$ cat src/scps_pkg.sv
package scps_pkg;

    // ----------------------------------------------------------------
    // System clock and card clock range
    // ----------------------------------------------------------------
    localparam int SYS_CLK_HZ = 40_000_000; // Sequencer clock rate.
    localparam int CARD_CLK_MIN_HZ = 10_000; // Slowest card clock, 0.01 MHz.
    localparam int CARD_CLK_MAX_HZ = 25_000_000; // Fastest card clock, 25 MHz.
    // Longest half period rounds down, shortest rounds up, never below one.
    localparam int HALF_MAX_CYC = SYS_CLK_HZ / (2 * CARD_CLK_MIN_HZ);
    localparam int HALF_MIN_RAW = (SYS_CLK_HZ + 2 * CARD_CLK_MAX_HZ - 1) / (2 * CARD_CLK_MAX_HZ);
    localparam int HALF_MIN_CYC = (HALF_MIN_RAW < 1) ? 1 : HALF_MIN_RAW;

    // ----------------------------------------------------------------
    // Bit rate ratios and activation counts, in card clock cycles
    // ----------------------------------------------------------------
    localparam int RATIO_DEF = 372; // Usual card clocks per bit.
    localparam int RATIO_MIN = 16; // Lowest supported card clocks per bit.
    localparam int ATR_MIN_CLKS = 400; // Earliest legal answer start.
    localparam int ATR_MAX_CLKS = 40000; // Latest legal answer start.
    localparam int RST_LOW_CLKS = 40000; // Least reset low time after T0.

    // ----------------------------------------------------------------
    // Character framing
    // ----------------------------------------------------------------
    localparam int CHAR_DATA_BITS = 8; // Data bits per character.
    localparam logic [3:0] RX_LAST_BIT = 4'h9; // Start, eight data, parity.
    localparam logic [3:0] TX_LAST_BIT = 4'hb; // Plus two guard bits.
    localparam logic [1:0] DEACT_LAST = 2'h3; // Final deactivation step.

    // ----------------------------------------------------------------
    // Sequencer states, Gray coded along the activation path through the reset pulse
    // ----------------------------------------------------------------
    typedef enum logic [2:0] {
        SCPS_OFF = 3'h0,
        SCPS_PWR = 3'h1,
        SCPS_RSTLO = 3'h3,
        SCPS_ANS = 3'h2,
        SCPS_SESS = 3'h6,
        SCPS_DEACT = 3'h7
    } scps_state_e;

endpackage

$ cat src/scps_port.sv
`timescale 1ns/100ps

// ----------------------------------------------------------------
// Transmit buffer
// ----------------------------------------------------------------
module scps_fifo #(
    parameter int WIDTH = 8,
    parameter int DEPTH = 16
) (
    // Clocking.
    input wire logic sys_clk,
    input wire logic rst,
    input wire logic clk_en,
    // Filling side.
    input wire logic in_valid,
    output logic in_ready,
    input wire logic [WIDTH-1:0] in_data,
    // Draining side.
    output logic out_valid,
    input wire logic out_ready,
    output logic [WIDTH-1:0] out_data
);
    localparam int AW = $clog2(DEPTH);

    if (DEPTH < 2 || (1 << AW) != DEPTH) begin : g_chk
        $error("scps_fifo depth must be a power of two of at least two");
    end

    logic [WIDTH-1:0] mem_r [DEPTH]; // Storage words.
    logic [AW:0] wr_ptr_r; // Write pointer with wrap bit.
    logic [AW:0] rd_ptr_r; // Read pointer with wrap bit.

    // Full when pointers differ only in the wrap bit.
    assign in_ready = (wr_ptr_r != {~rd_ptr_r[AW], rd_ptr_r[AW-1:0]});
    assign out_valid = (wr_ptr_r != rd_ptr_r);
    assign out_data = mem_r[rd_ptr_r[AW-1:0]];

    // Write side.
    always_ff @(posedge sys_clk) begin
        if (rst) begin
            wr_ptr_r <= '0;
        end else if (clk_en && in_valid && in_ready) begin
            mem_r[wr_ptr_r[AW-1:0]] <= in_data;
            wr_ptr_r <= wr_ptr_r + 1'b1;
        end
    end

    // Read side.
    always_ff @(posedge sys_clk) begin
        if (rst) begin
            rd_ptr_r <= '0;
        end else if (clk_en && out_valid && out_ready) begin
            rd_ptr_r <= rd_ptr_r + 1'b1;
        end
    end
endmodule

// Functional notes
// - Card clock generated; bit ratio 372, down to 16.
// - Card clock 50% duty, 0.01 to 25 MHz; the 40 MHz clock clamps it at 20 MHz.
// - Data timing independent of card clock edges.
// - Six pins per port; instantiate twice.
// - Device starts session, card answers with reset answer.
// - Supply first, then clock start marks T0.
// - Reset low 40000 clocks; card silent meanwhile.
// - Reset stays high; answer 400..40000 after T1.
// - Deactivate: reset, clock, data, supply, in order.
// - Each deactivation step takes one slow period.
// - Deactivate on removal or software command.
// - Reset falls at the first slow clock rise after removal.
module scps_port
    import scps_pkg::*;
#(
    parameter int ATR_MAX = ATR_MAX_CLKS,
    parameter int RST_LOW = RST_LOW_CLKS,
    parameter int FIFO_DEPTH = 16
) (
    // Clocking and control.
    input wire logic sys_clk,
    input wire logic rst,
    input wire logic clk_en,
    // Software controls.
    input wire logic activate_req,
    input wire logic deactivate_req,
    input wire logic low_reset_card,
    input wire logic [15:0] clk_half_cycles,
    input wire logic [15:0] clks_per_bit,
    input wire logic flags_clr,
    // Software status.
    output logic session_active,
    output logic seq_busy,
    output logic answer_timeout,
    output logic answer_early,
    output logic removal_flag,
    // Transmit stream into the buffer.
    input wire logic tx_valid,
    output logic tx_ready,
    input wire logic [7:0] tx_data,
    // Receive stream.
    output logic rx_valid,
    output logic [7:0] rx_data,
    output logic rx_parity_err,
    // Card pins.
    output logic card_clock_out,
    output logic card_reset_line,
    output logic card_supply_enable,
    input wire logic card_io_in,
    output logic card_io_out,
    output logic card_io_oe_n,
    input wire logic card_presence_detect,
    input wire logic slow_reference_clock
);
    // The counter serves both intervals, so it saturates just past the longer one.
    localparam int CNT_TOP = (ATR_MAX > RST_LOW) ? ATR_MAX : RST_LOW;
    localparam int CNT_W = $clog2(CNT_TOP + 2);
    localparam logic [CNT_W-1:0] CNT_TOP_C = CNT_W'(CNT_TOP);
    localparam logic [CNT_W-1:0] ATR_MIN_C = CNT_W'(ATR_MIN_CLKS);
    localparam logic [CNT_W-1:0] ATR_MAX_C = CNT_W'(ATR_MAX);
    localparam logic [CNT_W-1:0] RST_LOW_C = CNT_W'(RST_LOW);

    if (ATR_MAX <= ATR_MIN_CLKS || RST_LOW < 1 || FIFO_DEPTH < 2) begin : g_chk
        $error("scps_port parameters out of range");
    end

    // ----------------------------------------------------------------
    // Helper: clamp a programmed count into its legal range
    // ----------------------------------------------------------------
    function automatic logic [15:0] clamp16(input logic [15:0] v, input logic [15:0] lo,
                                            input logic [15:0] hi);
        logic [15:0] r;
        r = v;
        if (v < lo) begin
            r = lo;
        end else if (v > hi) begin
            r = hi;
        end
        return r;
    endfunction

    // ----------------------------------------------------------------
    // Input synchronisers
    // ----------------------------------------------------------------
    logic [2:0] async_in; // Io, presence, slow clock, all from outside.
    logic [2:0] sync1_r; // First stage, read only by the second.
    logic [2:0] sync2_r; // Second stage, safe to use.
    logic [2:0] sync3_r; // Delayed copy for edge detection.

    // All pins are mutually asynchronous, so each gets its own pair.
    assign async_in = {slow_reference_clock, card_presence_detect, card_io_in};

    for (genvar i = 0; i < 3; i++) begin : g_sync
        always_ff @(posedge sys_clk) begin
            if (rst) begin
                sync1_r[i] <= 1'b1;
                sync2_r[i] <= 1'b1;
                sync3_r[i] <= 1'b1;
            end else if (clk_en) begin
                sync1_r[i] <= async_in[i];
                sync2_r[i] <= sync1_r[i];
                sync3_r[i] <= sync2_r[i];
            end
        end
    end

    logic io_fall; // Start bit edge on the data line.
    logic pd_fall; // Card removed.
    logic ck_rise; // Slow reference clock period boundary.
    assign io_fall = sync3_r[0] && !sync2_r[0];
    assign pd_fall = sync3_r[1] && !sync2_r[1];
    assign ck_rise = !sync3_r[2] && sync2_r[2];

    // ----------------------------------------------------------------
    // Card clock divider
    // ----------------------------------------------------------------
    scps_state_e state_r; // Sequencer state.
    logic clk_run_r; // Card clock is allowed to toggle.
    logic [15:0] div_cnt_r; // Half period counter.
    logic [15:0] half_sel; // Clamped half period.
    logic div_hit; // Half period elapsed.
    logic clk_rise; // Card clock about to rise.

    // The 40 MHz clock tops out at 20 MHz card clock; faster settings clamp.
    assign half_sel = clamp16(clk_half_cycles, 16'(HALF_MIN_CYC), 16'(HALF_MAX_CYC));
    assign div_hit = clk_run_r && (div_cnt_r >= half_sel - 16'h0001);
    assign clk_rise = div_hit && !card_clock_out;

    // Equal high and low halves give the 50 percent duty cycle.
    always_ff @(posedge sys_clk) begin
        if (rst) begin
            div_cnt_r <= 16'h0000;
            card_clock_out <= 1'b0;
        end else if (clk_en) begin
            if (!clk_run_r) begin
                div_cnt_r <= 16'h0000;
                card_clock_out <= 1'b0;
            end else if (div_hit) begin
                div_cnt_r <= 16'h0000;
                card_clock_out <= !card_clock_out;
            end else begin
                div_cnt_r <= div_cnt_r + 16'h0001;
            end
        end
    end

    // ----------------------------------------------------------------
    // Activation and deactivation sequencer
    // ----------------------------------------------------------------
    logic [CNT_W-1:0] cyc_cnt_r; // Card clocks since T0 or T1.
    logic [1:0] step_r; // Deactivation step.
    logic deact_go; // Begin deactivation.
    logic in_window; // Waiting for the reset answer.

    assign in_window = (state_r == SCPS_ANS);
    assign deact_go = (pd_fall || deactivate_req) && state_r != SCPS_OFF
                      && state_r != SCPS_DEACT;

    // Card clock cycle count, restarted at T0 and at T1.
    always_ff @(posedge sys_clk) begin
        if (rst) begin
            cyc_cnt_r <= '0;
        end else if (clk_en) begin
            if (state_r == SCPS_PWR || (state_r == SCPS_RSTLO && cyc_cnt_r >= RST_LOW_C)) begin
                cyc_cnt_r <= '0;
            end else if (clk_rise && cyc_cnt_r <= CNT_TOP_C) begin
                cyc_cnt_r <= cyc_cnt_r + 1'b1;
            end
        end
    end

    // Main sequence: supply, clock, optional reset pulse, answer, session.
    always_ff @(posedge sys_clk) begin
        if (rst) begin
            state_r <= SCPS_OFF;
            step_r <= 2'h0;
            clk_run_r <= 1'b0;
            card_reset_line <= 1'b0;
            card_supply_enable <= 1'b0;
        end else if (clk_en) begin
            case (state_r)
                SCPS_OFF: begin
                    // An absent card is never powered.
                    if (activate_req && sync2_r[1]) begin
                        card_supply_enable <= 1'b1;
                        state_r <= SCPS_PWR;
                    end
                end
                SCPS_PWR: begin
                    // Supply is already up; starting the clock now is T0.
                    clk_run_r <= 1'b1;
                    card_reset_line <= !low_reset_card;
                    // A removal in this single cycle must not be lost.
                    if (deact_go) begin
                        state_r <= SCPS_DEACT;
                    end else begin
                        state_r <= low_reset_card ? SCPS_RSTLO : SCPS_ANS;
                    end
                end
                SCPS_RSTLO: begin
                    if (deact_go) begin
                        state_r <= SCPS_DEACT;
                    end else if (cyc_cnt_r >= RST_LOW_C) begin
                        card_reset_line <= 1'b1;
                        state_r <= SCPS_ANS;
                    end
                end
                SCPS_ANS: begin
                    if (deact_go) begin
                        state_r <= SCPS_DEACT;
                    end else if (io_fall) begin
                        state_r <= SCPS_SESS;
                    end
                end
                SCPS_SESS: begin
                    // Reset line stays high for the whole session.
                    if (deact_go) begin
                        state_r <= SCPS_DEACT;
                    end
                end
                SCPS_DEACT: begin
                    // One step per slow clock period, in fixed order.
                    if (ck_rise) begin
                        step_r <= step_r + 2'h1;
                        case (step_r)
                            2'h0: card_reset_line <= 1'b0;
                            2'h1: clk_run_r <= 1'b0;
                            2'h2: card_supply_enable <= 1'b1;
                            default: begin
                                card_supply_enable <= 1'b0;
                                state_r <= SCPS_OFF;
                            end
                        endcase
                    end
                end
                default: state_r <= SCPS_OFF;
            endcase
        end
    end

    assign session_active = (state_r == SCPS_SESS);
    assign seq_busy = (state_r != SCPS_OFF) && (state_r != SCPS_SESS);

    // ----------------------------------------------------------------
    // Status flags; a new event wins over a clear in the same cycle
    // ----------------------------------------------------------------
    always_ff @(posedge sys_clk) begin
        if (rst) begin
            answer_timeout <= 1'b0;
            answer_early <= 1'b0;
            removal_flag <= 1'b0;
        end else if (clk_en) begin
            if (in_window && cyc_cnt_r > ATR_MAX_C) begin
                answer_timeout <= 1'b1;
            end else if (flags_clr) begin
                answer_timeout <= 1'b0;
            end
            // Answer too soon, or any start bit while reset is held low.
            if (io_fall && (state_r == SCPS_RSTLO
                            || (in_window && cyc_cnt_r < ATR_MIN_C))) begin
                answer_early <= 1'b1;
            end else if (flags_clr) begin
                answer_early <= 1'b0;
            end
            if (pd_fall) begin
                removal_flag <= 1'b1;
            end else if (flags_clr) begin
                removal_flag <= 1'b0;
            end
        end
    end

    // ----------------------------------------------------------------
    // Character engine: half duplex, timed in card clocks
    // ----------------------------------------------------------------
    logic [15:0] ratio_sel; // Clamped card clocks per bit.
    logic [15:0] etu_cnt_r; // Card clocks left in the current bit.
    logic [3:0] bit_idx_r; // Bit position in the character.
    logic rx_busy_r; // Receiving a character.
    logic tx_busy_r; // Sending a character.
    logic [11:0] tx_sh_r; // Outgoing bits, start first.
    logic [8:0] rx_sh_r; // Incoming data and parity.
    logic fifo_valid; // Buffer holds a character.
    logic [7:0] fifo_data; // Next character to send.
    logic tx_take; // Buffer word accepted by the engine.
    logic bit_end; // Current bit time complete.

    assign ratio_sel = clamp16(clks_per_bit, 16'(RATIO_MIN), 16'hffff);
    assign bit_end = clk_rise && (etu_cnt_r == 16'h0001);
    // The engine stalls the buffer until the line is free in a session.
    // A starting deactivation must not pop a word that will never be sent.
    assign tx_take = fifo_valid && session_active && !rx_busy_r && !tx_busy_r && !io_fall
                     && !deact_go;

    scps_fifo #(
        .WIDTH(8),
        .DEPTH(FIFO_DEPTH)
    ) u_txbuf (
        .sys_clk(sys_clk),
        .rst(rst),
        .clk_en(clk_en),
        .in_valid(tx_valid),
        .in_ready(tx_ready),
        .in_data(tx_data),
        .out_valid(fifo_valid),
        .out_ready(tx_take),
        .out_data(fifo_data)
    );

    // Bit timing: sample mid bit on receive, whole bits on transmit.
    always_ff @(posedge sys_clk) begin
        if (rst) begin
            etu_cnt_r <= 16'h0000;
            bit_idx_r <= 4'h0;
            rx_busy_r <= 1'b0;
            tx_busy_r <= 1'b0;
            tx_sh_r <= 12'hfff;
            rx_sh_r <= 9'h000;
        end else if (clk_en) begin
            if (deact_go || state_r == SCPS_DEACT) begin
                rx_busy_r <= 1'b0;
                tx_busy_r <= 1'b0;
                tx_sh_r <= 12'hfff;
            end else if (tx_take) begin
                tx_busy_r <= 1'b1;
                bit_idx_r <= 4'h0;
                etu_cnt_r <= ratio_sel;
                // Guard, guard, even parity, data LSB first, start.
                tx_sh_r <= {2'b11, ^fifo_data, fifo_data, 1'b0};
            end else if (!rx_busy_r && !tx_busy_r && io_fall
                         && (in_window || session_active)) begin
                // Bit timing comes from the start edge, not the card clock phase.
                rx_busy_r <= 1'b1;
                bit_idx_r <= 4'h0;
                etu_cnt_r <= {1'b0, ratio_sel[15:1]};
            end else if (clk_rise && (rx_busy_r || tx_busy_r)) begin
                if (bit_end) begin
                    etu_cnt_r <= ratio_sel;
                    bit_idx_r <= bit_idx_r + 4'h1;
                    if (tx_busy_r) begin
                        tx_sh_r <= {1'b1, tx_sh_r[11:1]};
                        tx_busy_r <= (bit_idx_r != TX_LAST_BIT);
                    end else begin
                        rx_sh_r <= {sync2_r[0], rx_sh_r[8:1]};
                        // A start bit gone high is a glitch; drop it.
                        rx_busy_r <= (bit_idx_r != RX_LAST_BIT)
                                     && !(bit_idx_r == 4'h0 && sync2_r[0]);
                    end
                end else begin
                    etu_cnt_r <= etu_cnt_r - 16'h0001;
                end
            end
        end
    end

    // Received character out, with its parity check.
    always_ff @(posedge sys_clk) begin
        if (rst) begin
            rx_valid <= 1'b0;
            rx_data <= 8'h00;
            rx_parity_err <= 1'b0;
        end else if (clk_en) begin
            rx_valid <= 1'b0;
            if (rx_busy_r && bit_end && bit_idx_r == RX_LAST_BIT) begin
                rx_valid <= 1'b1;
                rx_data <= rx_sh_r[8:1];
                rx_parity_err <= ^{sync2_r[0], rx_sh_r[8:1]};
            end
        end
    end

    // ----------------------------------------------------------------
    // Data line driver: open drain, enable low while pulling down
    // ----------------------------------------------------------------
    assign card_io_out = 1'b0;

    // After the third deactivation step the line is held low.
    always_ff @(posedge sys_clk) begin
        if (rst) begin
            card_io_oe_n <= 1'b1;
        end else if (clk_en) begin
            if (state_r == SCPS_DEACT) begin
                card_io_oe_n <= !(step_r == DEACT_LAST || (step_r == 2'h2 && ck_rise));
            end else begin
                card_io_oe_n <= tx_busy_r ? tx_sh_r[0] : 1'b1;
            end
        end
    end

    // ----------------------------------------------------------------
    // Checks
    // ----------------------------------------------------------------
    a_clk_toggle_half:
    assert property (@(posedge sys_clk) disable iff (rst)
        (clk_en && div_hit) |=> (card_clock_out != $past(card_clock_out)))
    else $error("card clock did not toggle at half period");

    a_clk_needs_supply:
    assert property (@(posedge sys_clk) disable iff (rst)
        card_clock_out |-> card_supply_enable)
    else $error("card clock running without supply");

    a_rst_low_hold:
    assert property (@(posedge sys_clk) disable iff (rst)
        (clk_en && $past(clk_en) && $rose(card_reset_line) && low_reset_card)
        |-> $past(cyc_cnt_r) >= RST_LOW_C)
    else $error("reset released before hold time");

    a_rst_high_session:
    assert property (@(posedge sys_clk) disable iff (rst)
        session_active |-> card_reset_line || !low_reset_card)
    else $error("reset low during session");

    a_timeout_flag_set:
    assert property (@(posedge sys_clk) disable iff (rst)
        (clk_en && in_window && cyc_cnt_r > ATR_MAX_C) |=> answer_timeout)
    else $error("answer timeout not flagged");

    a_removal_flag_set:
    assert property (@(posedge sys_clk) disable iff (rst)
        (clk_en && pd_fall) |=> removal_flag)
    else $error("removal not reported");

    a_deact_order:
    assert property (@(posedge sys_clk) disable iff (rst)
        $fell(card_supply_enable) |-> !card_clock_out && !card_reset_line && !card_io_oe_n)
    else $error("supply dropped out of order");

    a_deact_slow_step:
    assert property (@(posedge sys_clk) disable iff (rst)
        (state_r == SCPS_DEACT && $changed(step_r)) |-> $past(ck_rise))
    else $error("deactivation step without slow clock edge");

    a_removal_deact:
    assert property (@(posedge sys_clk) disable iff (rst)
        (clk_en && pd_fall && state_r == SCPS_SESS) |=> state_r == SCPS_DEACT)
    else $error("removal did not start deactivation");
endmodule

$ cat config.mk
export PLATFORM = sky130hd
export DESIGN_NAME = scps_port
export DESIGN_NICKNAME = d
export VERILOG_FILES = /design/src/scps_pkg.sv /design/src/scps_port.sv
export SDC_FILE = /design/constraint.sdc
export NUM_CORES = 1
export LEC_CHECK = 0
export BUFFER_PORTS_ARGS = -buffer_cell sky130_fd_sc_hd__buf_2
export CAP_MARGIN = 20
export CORE_MARGIN = 2
export CORE_UTILIZATION = 40
export CTS_CLUSTER_DIAMETER = 40
export CTS_CLUSTER_SIZE = 20
export DETAILED_ROUTE_END_ITERATION = 10
export HOLD_SLACK_MARGIN = 0.08
export SLEW_MARGIN = 20
export SYNTH_ARGS = -nofsm -noshare
export SYNTH_HDL_FRONTEND = slang
export SYNTH_SLANG_ARGS = --single-unit
$ cat constraint.sdc
create_clock -name sys_clk -period 6.3 [get_ports sys_clk]
set_clock_uncertainty 0.05 [all_clocks]
set_input_delay 0.63 -clock sys_clk [delete_from_list [all_inputs] [get_ports sys_clk]]
set_output_delay 0.63 -clock sys_clk [all_outputs]
set_load 0.01 [all_outputs]
# --- Yosys cells after proc, flatten, opt, wreduce, memory -nomap -nowiden ---
# Memories as Yosys holds them, arrays and structs flattened. A register that Yosys moved wholly into a read port is not among the register bits.
# Index checks and enable logic that the tools add are counted.
classes:
  n_addsub: 8
  magnitude_cmp: 9
  eq_ne: 31
  n_mux: 71
  bitwise_logic: 5
  reduce_logical: 90
op_table:
  columns: ["operator", "n"]
  rows:
  - ["$mux W16", 12]
  - ["$mux W12", 6]
  - ["$logic_and A1 B1 Y1", 33]
  - ["$mux W1", 33]
  - ["$add A16 B1 Y16 const B", 2]
  - ["$gt A16 B16 Y1 const B", 2]
  - ["$sub A16 B1 Y16 const B", 2]
  - ["$mux W3", 9]
  - ["$reduce_bool A3 Y1", 9]
  - ["$mux W4", 6]
  - ["$pmux W3 S6", 1]
  - ["$eq A16 B1 Y1 const B", 1]
  - ["$ge A16 B16 Y1", 1]
  - ["$ge A16 B16 Y1 const B", 1]
  - ["$gt A16 B11 Y1 const B", 1]
  - ["$le A16 B16 Y1 const B", 1]
  - ["$lt A16 B1 Y1 const B", 1]
  - ["$lt A16 B5 Y1 const B", 1]
  - ["$lt A16 B9 Y1 const B", 1]
  - ["$reduce_and A5 Y1", 3]
  - ["$ne A2 B2 Y1 const B", 7]
  - ["$reduce_and A7 Y1", 2]
  - ["$ne A3 B3 Y1 const B", 4]
  - ["$reduce_and A2 Y1", 6]
  - ["30 further kinds", 69]
totals:
  register_bits: 117
  ramBits: 128
  inputBits: 51
  output_inout_bits: 21
  n_memories: 1
memory_table:
  columns: ["memory", "words", "word_bits", "rd", "rd_clocked_by_memory_dff", "wr", "line", "source"]
  rows:
  - ["u_txbuf.mem_r", 16, 8, 1, 1, 1, "scps_port.sv:29", "logic [WIDTH-1:0] mem_r [DEPTH];"]

# --- Logic depth before layout (Yosys ltp) ---
# Gate-level depths: netlist (run 1).
logic_depth:
  ltp_word: 13
  ltp_mapped: 22
  ltp_nobuf: 20

# --- Cells and area by module ---
# Synthesis (run 1) repeated with hierarchy kept, for this count alone.
unflattened:
  cells_unflattened: 1059
  hier_area_um2: 12182.9
modules_own_cells:
  columns: ["module", "instances", "cells_each", "area_per_inst_um2", "seq_area_each_um2"]
  rows:
  - ["scps_port", 1, 768, 6292.3, 2082.0]
  - ["scps_fifo", 1, 291, 5890.6, 4124.0]

# --- Worst setup path after synthesis (run 1) ---
# No wires, ideal clock.
synth_timing:
  path_type: "input to register"
  from: "input clk_half_cycles[0]"
  to: "register etu_cnt_r[3]"
  setup_ns: 0.075
  arrival_ns: 4.588
  slack_ns: 1.588
  cell_stages: 21
  path_buffers: 3
  cell_sequence: "or4_1 -> a21oi_1 -> o31a_1 -> clkbuf_1 -> nand2_1 -> ha_1 -> nand2_1 -> nor4_1 -> xnor2_1 -> and2_1 -> ha_1 -> a21o_1 -> a21o_1 -> a21oi_1 -> o21ai_1 -> o21ai_1 -> clkbuf_1 -> clkbuf_1 -> o311a_1 -> o21ai_0 -> o22ai_1"
synth_via:
  elab_chain_cells: 12
  word_cells_on_any_way: 16
synth_lines:
  columns: ["element", "line", "source"]
  rows:
  - ["start, declared", "scps_port.sv:86", "input wire logic [15:0] clk_half_cycles,"]
  - ["$gt A16 B11 Y1", "scps_port.sv:134", "end else if (v > hi) begin"]
  - ["$mux W16", "scps_port.sv:134", null]
  - ["$mux W16 *", "scps_port.sv:132", "if (v < lo) begin"]
  - ["$sub A16 B1 Y16 *", "scps_port.sv:184", "assign div_hit = clk_run_r && (div_cnt_r >= half_sel - 16'h0001);"]
  - ["$ge A16 B16 Y1 *", "scps_port.sv:184", null]
  - ["$logic_and A1 B1 Y1 *", "scps_port.sv:184", null]
  - ["$logic_and A1 B1 Y1 *", "scps_port.sv:185", "assign clk_rise = div_hit && !card_clock_out;"]
  - ["$logic_and A1 B1 Y1", "scps_port.sv:347", "assign bit_end = clk_rise && (etu_cnt_r == 16'h0001);"]
  - ["$mux W16", "scps_port.sv:395", "if (bit_end) begin"]
  - ["$mux W16", "scps_port.sv:394", "end else if (clk_rise && (rx_busy_r || tx_busy_r)) begin"]
  - ["$mux W16", "scps_port.sv:388", "end else if (!rx_busy_r && !tx_busy_r && io_fall"]
  - ["$mux W16", "scps_port.sv:382", "end else if (tx_take) begin"]
  - ["end signal, assigned", "scps_port.sv:385", "etu_cnt_r <= ratio_sel;"]
  - ["end signal, assigned", "scps_port.sv:393", "etu_cnt_r <= {1'b0, ratio_sel[15:1]};"]
  - ["end signal, assigned", "scps_port.sv:396", "etu_cnt_r <= ratio_sel;"]
  - ["end, declared", "scps_port.sv:335", "logic [15:0] etu_cnt_r;"]
# Every way passes the cells marked *; elsewhere a longest branch is shown, timed or not. The select of a mux whose other input is x is not followed.
# A chain may end at the register's enable or synchronous reset.

# --- Worst setup path after layout (run 1) ---
layout_timing:
  from: "input clk_half_cycles[1]"
  to: "register etu_cnt_r[1]"
# Same word-level chain as after synthesis.

==> results.yml, run 1 <==
status:
  outcome: "complete, no violations"
sta:
  setup_viol: 0
  worst_slack_ns: 1.06
  final-max-slew-violation-count: 0
  fin_crit_ns: 5.24
  finalCritPeriodShare_pct: 83.2
  hold_violations: 0
  slew_headroom_pct: 40.3
  tightest_slew_ns: 0.893
  rsz0062_at_grt: "false"
  fmax_mhz: 191
  fin_setup_tns_ns: 0
synth:
  synth_cell_types: 79
  synth_seq_area_share_pct: 52.7
  synthCells: 1038
  synth_edf_count: 128
  ys_warn_count: 0
  mappedNetlistArea_mm2: 0.0118
  synthArstFlopShare_pct: 0
  synth_area_per_cell_um2: 11.3
  synth_top_flop_cell: "edfxtp_1"
  ys_ff_latch: 246
cts:
  numCtsBuffers: 38
  clock_path_buffers: 3
  clock_latency_ns: 0.52
  cts.sink_count: 246
  clkSlewWorstSetupHoldPaths_ns: 0.05
  holdBufCountCts: 0
  cts_resized: 0
  htreeDepth: 2
  tritoncts: "yes"
  root_buffer: "clkbuf_16"
  cts_setup_buffers: 0
cells_and_area:
  n_antenna_cell: 0
  final_cell_area_mm2: 0.0137
  fin_util_pct: 47.6
  drive_above_1_share_pct: 17.3
  nNetsFinal: 1189
  area_growth_pct: 16.6
power:
  p_int_w: 0.00304
  power_density_mw_per_mm2: 290
  ir_worst_vdd_v: 0.000260
  netSwitchingFraction_pct: 23.7
  pwr-share-clk_pct: 51.9
  power_w: 0.00398
  pwr-share-comb_pct: 4.8
  switchingPower_w: 0.000944
  power_leakage_nw: 4.98
  seqPwrFrac_pct: 43.2
die:
  die_w_um: 176
  dieArea_mm2: 0.0308
  row_count: 62
  initial_core_util_pct: 40.8
  core_mm2: 0.0289
  die_h_um: 176
  pin_count: 72
placement:
  dpl_worst_slack_ns: 0.673
  gp_congestion: 0.809
  place_area_mm2: 0.0124
  port_buffers: 70
  hpwlAfterDp_um: 18300
routing:
  drt_iter0_markers: 593
  vias: 8328
  routedWlPerCell_um: 18.0
  first_pass_iters: 5
  wl_um: 27300
  ant_nets: 0
  viasPerCell: 5.49
  drc: 0
worst_hold_path:
  worstHoldPathCells: 3
  hp-class: "in -> reg"
global_routing:
  antenna_found_initial: 0
  grt-ovfl-total: 0
  grt_pass1_wl_um: 44100
  grt_start_max_net_pins: 78
  grt_pass1_vias: 8292
  grt_usage_pct: 17.8
critical_path:
  crit_path_end_kind: "flop"
  cp.arrival_ns: 5.57
  critical_path_class: "in -> reg"
  rr_worst_depth: 8
  cp_max_fo: 16
  critPathLaunchType: "input pin"
  worstPathRequired_ns: 6.63
flow_run:
  maxCapViolCount: 0
-- cell type report --
type	count	area, um2
fill	2657	15100
sequential	246	6210
multi-input combinational	718	5250
clock buffer	42	1010
tap	384	480
timing repair buffer	78	410
clock inverter	28	289
inverter	21	78.8
-- worst max-delay path, stage by stage --
cell      delay, ns
buf_2          0.12
or4_1          0.52
a21oi_1        0.17
o31a_1         0.45
a32o_1         0.29
inv_1          0.09
ha_1           0.24
xor2_1         0.18
ha_1           0.29
and3_1         0.15
o21ai_0        0.07
a31o_1         0.22
a211oi_1       0.45
nor2_1         0.31
o41ai_4        0.84
nand3_1        0.20
a221oi_1       0.35
-- cell usage in the layout, fill, tap and decap left out, types with 9 or more instances in the layout --
master     synthesis  final
and3_1            14     14
edfxtp_1         128    128
mux2i_1           32     32
clkbuf_16          0     39
xor2_1            27     27
or4_1             12     12
dfxtp_1          118    116
a211o_1           13     13
inv_1             21     21
mux4_2            32     32
nand2_1           85     85
nor4_1            19     18
or3_1             12     12
nand3_1           21     21
nor3_1            22     22
a21oi_1           38     38
nand4_1           16     16
a22o_1            13     13
o21ai_0           15     15
o311a_1            9      9
xnor2_1           35     35
ha_1              35     35
nor2_1           124    124
a221oi_1          16     16
nor2b_1           10     10
a21o_1             9      9
buf_2              6     70
-- cells by family after synthesis --
kind of cell,count (synthesis),synth area share [%]
and+or+nand+nor,362,14.8
DFF,246,52.7
AOI/OAI and AO/OA,190,12.3
buffers and inverters,76,2.82
muxes,65,8.94
xor gates and xnor gates,62,4.61
adders and majority gates,35,3.72
other,2,0.0638
-- path summary, 6_finish.rpt --
kind	from	end	slack, ns
worst min register to register	tx_sh_r[1]	tx_sh_r[1]	0.41
worst max register to register	u_txbuf.wr_ptr_r[0]	etu_cnt_r[4]	2.83
worst min-delay path	card_presence_detect	sync1_r[1]	0.29
worst max-delay path	clk_half_cycles[1]	etu_cnt_r[1]	1.06
-- cells in the mapped netlist, types with 19 or more instances --
master    number  area, um2
xor2_1        27        236
nor2_1       124        465
nand2_1       85        319
nor4_1        19        119
xnor2_1       35        307
nand3_1       21        105
clkbuf_1      36        135
ha_1          35        438
inv_1         21       78.8
dfxtp_1      118       2360
nor3_1        22        110
a21oi_1       38        190
mux4_2        32        721
mux2i_1       32        320
edfxtp_1     128       3840
-- stage by stage --
stage,instances,hold WS [ns]
finish,1517,0.293
global route,1517,0.312
CTS,1517,0.284
detailed placement,1447,0.401
global placement,1447,0.396
floorplan,1040,0.376
-- power by group through the flow --
| stage | clock [W] | sequential [W] | combinational (W) |
|---|---|---|---|
| finish | 0.00207 | 0.00172 | 0.000193 |
| global route | 0.00218 | 0.00172 | 0.000216 |
| CTS | 0.00211 | 0.00172 | 0.000195 |
| detailed placement | 0 | 0.00176 | 0.000193 |
| global placement | 0 | 0.00175 | 0.000191 |
| floorplan | 0 | 0.00174 | 0.000130 |
-- flip-flops by register name (all words and copies together), names as in the netlist, 8 cells and up, named ones only --
signal,cells
cyc_cnt_r,16
div_cnt_r,16
etu_cnt_r,16
rx_data,8
rx_sh_r,8
tx_sh_r,10
u_txbuf.mem_r,128
-- per-layer routing --
| layer | part of all wire, % | global-route usage, % |
|---|---|---|
| met2 | 49 | 30.3 |
| met5 | 0 | 0 |
| met4 | 2.6 | 5.34 |
| met3 | 4.4 | 2.77 |
| met1 | 44 | 23.5 |
(Power assumes the default switching activity.)
==> run 2: changes to the inputs <==
- clock period: 6.3 -> 4.76 ns (I/O delays scaled with it)
==> results.yml, run 2 (same netlist as run 1, synthesis figures left out) <==
sta:
  setup_viol: 0
  fin_crit_ns: 4.23
  tightest_slew_ns: 0.866
  slew_headroom_pct: 42.3
  rsz0062_at_grt: "false"
  hold_violations: 0
  fin_setup_tns_ns: 0
  finalCritPeriodShare_pct: 89.0
  fmax_mhz: 236
  final-max-slew-violation-count: 0
power:
  power_leakage_nw: 5.05
  ir_worst_vdd_v: 0.000342
  power_density_mw_per_mm2: 383
cells_and_area:
  final_cell_mix: "128 x edfxtp_1, 124 x nor2_1, 117 x dfxtp_1, 85 x nand2_1, 70 x buf_2"
  area_growth_pct: 17.1
  drive_above_1_share_pct: 17.8
  final_common_cell: "edfxtp_1"
  final_cell_area_mm2: 0.0138
  fillCellCount: 2675
  largest_reg_flops: 128
  nNetsFinal: 1201
  n_antenna_cell: 0
critical_path:
  cp.arrival_ns: 4.60
  r2r-end: "etu_cnt_r[13]"
  rrSetupSlack_ns: 1.44
  crit_path_end_kind: "flop"
  cp-endpoint: "etu_cnt_r[13]"
  critPathLaunchType: "input pin"
  cp_max_fo: 14
  critical_path_class: "in -> reg"
  rr_worst_depth: 9
  worstPathRequired_ns: 5.13
  startpoint: "clk_half_cycles[1]"
  r2r_start: "u_txbuf.wr_ptr_r[0]"
global_routing:
  grt_pass1_wl_um: 44300
  grt_pass1_vias: 8301
  grt_start_max_net_pins: 78
  grt-ovfl-total: 0
  antenna_found_initial: 0
  grt_usage_pct: 18.0
flow_run:
  maxCapViolCount: 0
placement:
  hpwlAfterDp_um: 18300
  place_area_mm2: 0.0125
  port_buffers: 70
  gp_congestion: 0.851
cts:
  root_buffer: "clkbuf_16"
  numCtsBuffers: 37
  clock_latency_ns: 0.52
  cts.sink_count: 246
  htreeDepth: 2
  clkSlewWorstSetupHoldPaths_ns: 0.05
  cts_setup_buffers: 0
  clock_path_buffers: 3
  holdBufCountCts: 0
  tritoncts: "yes"
  cts_resized: 0
die:
  pin_count: 72
  initial_core_util_pct: 40.8
  die_h_um: 176
  row_count: 62
  dieArea_mm2: 0.0308
  die_w_um: 176
  core_mm2: 0.0289
routing:
  ant_nets: 0
  vias: 8323
  drc: 0
  drt_iter0_markers: 455
  wl_um: 27700
  first_pass_iters: 4
  routedWlPerCell_um: 18.1
  viasPerCell: 5.45
worst_hold_path:
  hp-class: "in -> reg"
status:
  outcome: "complete, no violations"
==> run 2: changes by cell type in the layout (fill, tap and decap cells not counted), sizes merged <==
cell and delta:
buf +13, clkinvlp -6, clkinv -4, inv +3
clkbuf +2, bufinv +1
==> run 2: metal layers <==
layer	vias up	wire [um]	part of all wire [%]	global-route usage, %
met5	-	0	0	0
met4	0	665	2.4	5.54
met3	58	1180	4.2	3.33
met2	166	13300	48	30.6
met1	4016	12600	45	23.5
li1	4083	-	-	-
==> run 2: power by group <==
group	switching [W]	internal, W	total [W]
clock network	0.00103	0.00170	0.00273
registers	0.0000277	0.00225	0.00228
logic	0.000163	0.0000970	0.000260
total	0.00122	0.00405	0.00527
==> run 2: worst min path at each step <==
| stage | startpoint | end | depth (start not counted) |
|---|---|---|---|
| 2_1_floorplan | tx_sh_r[0] | tx_sh_r[0] | 1 |
| 3_3_place_gp | sync3_r[1] | sync3_r[1] | 2 |
| 3_5_place_dp | tx_sh_r[4] | tx_sh_r[4] | 1 |
| 4_1_cts | card_presence_detect | sync1_r[1] | 3 |
| 5_1_grt | slow_reference_clock | sync1_r[2] | 3 |
| 6_report | card_io_in | sync1_r[0] | 3 |
==> run 2: area by class of cell <==
| type | instances | area, um2 | share of cell area, % |
|---|---|---|---|
| repair buffers | 91 | 508 | 3.68 |
| clock inverters | 22 | 256 | 1.86 |
| clock buffers | 44 | 1000 | 7.29 |
| inverters | 21 | 78.8 | 0.572 |
| multi-input cells | 718 | 5250 | 38.1 |
| well taps | 384 | 480 | 3.49 |
| flip-flops and latches | 246 | 6210 | 45.0 |
==> run 2: stage by stage <==
| step | utilization [%] | total power, W | hold WS (ns) | instances | worst slack (ns) |
|---|---|---|---|---|---|
| 2_1_floorplan | - | 0.00248 | 0.376 | 1040 | 0.202 |
| 3_3_place_gp | 43.4 | 0.00258 | 0.397 | 1460 | 0.0950 |
| 3_5_place_dp | 43.4 | 0.00258 | 0.405 | 1460 | 0.0289 |
| 4_1_cts | 47.8 | 0.00533 | 0.121 | 1526 | 0.525 |
| 5_1_grt | 47.8 | 0.00545 | 0.144 | 1526 | 0.162 |
| 6_report | 47.8 | 0.00527 | 0.136 | 1526 | 0.526 |
==> run 2: worst max-delay path: stages <==
cell and delay [ns]:
buf_2 0.13, or4_1 0.52, a21oi_1 0.16, o31a_1 0.17, a32o_1 0.23, inv_1 0.09
ha_1 0.24, nand2_1 0.10, nor4_1 0.06, xnor2_1 0.12, and2_1 0.16, ha_1 0.17
a21o_1 0.17, a21o_1 0.16, a21oi_1 0.13, o21ai_1 0.14, nor2_1 0.36, o22a_1 0.54
buf_4 0.23, a221oi_1 0.05, nor3_1 0.19
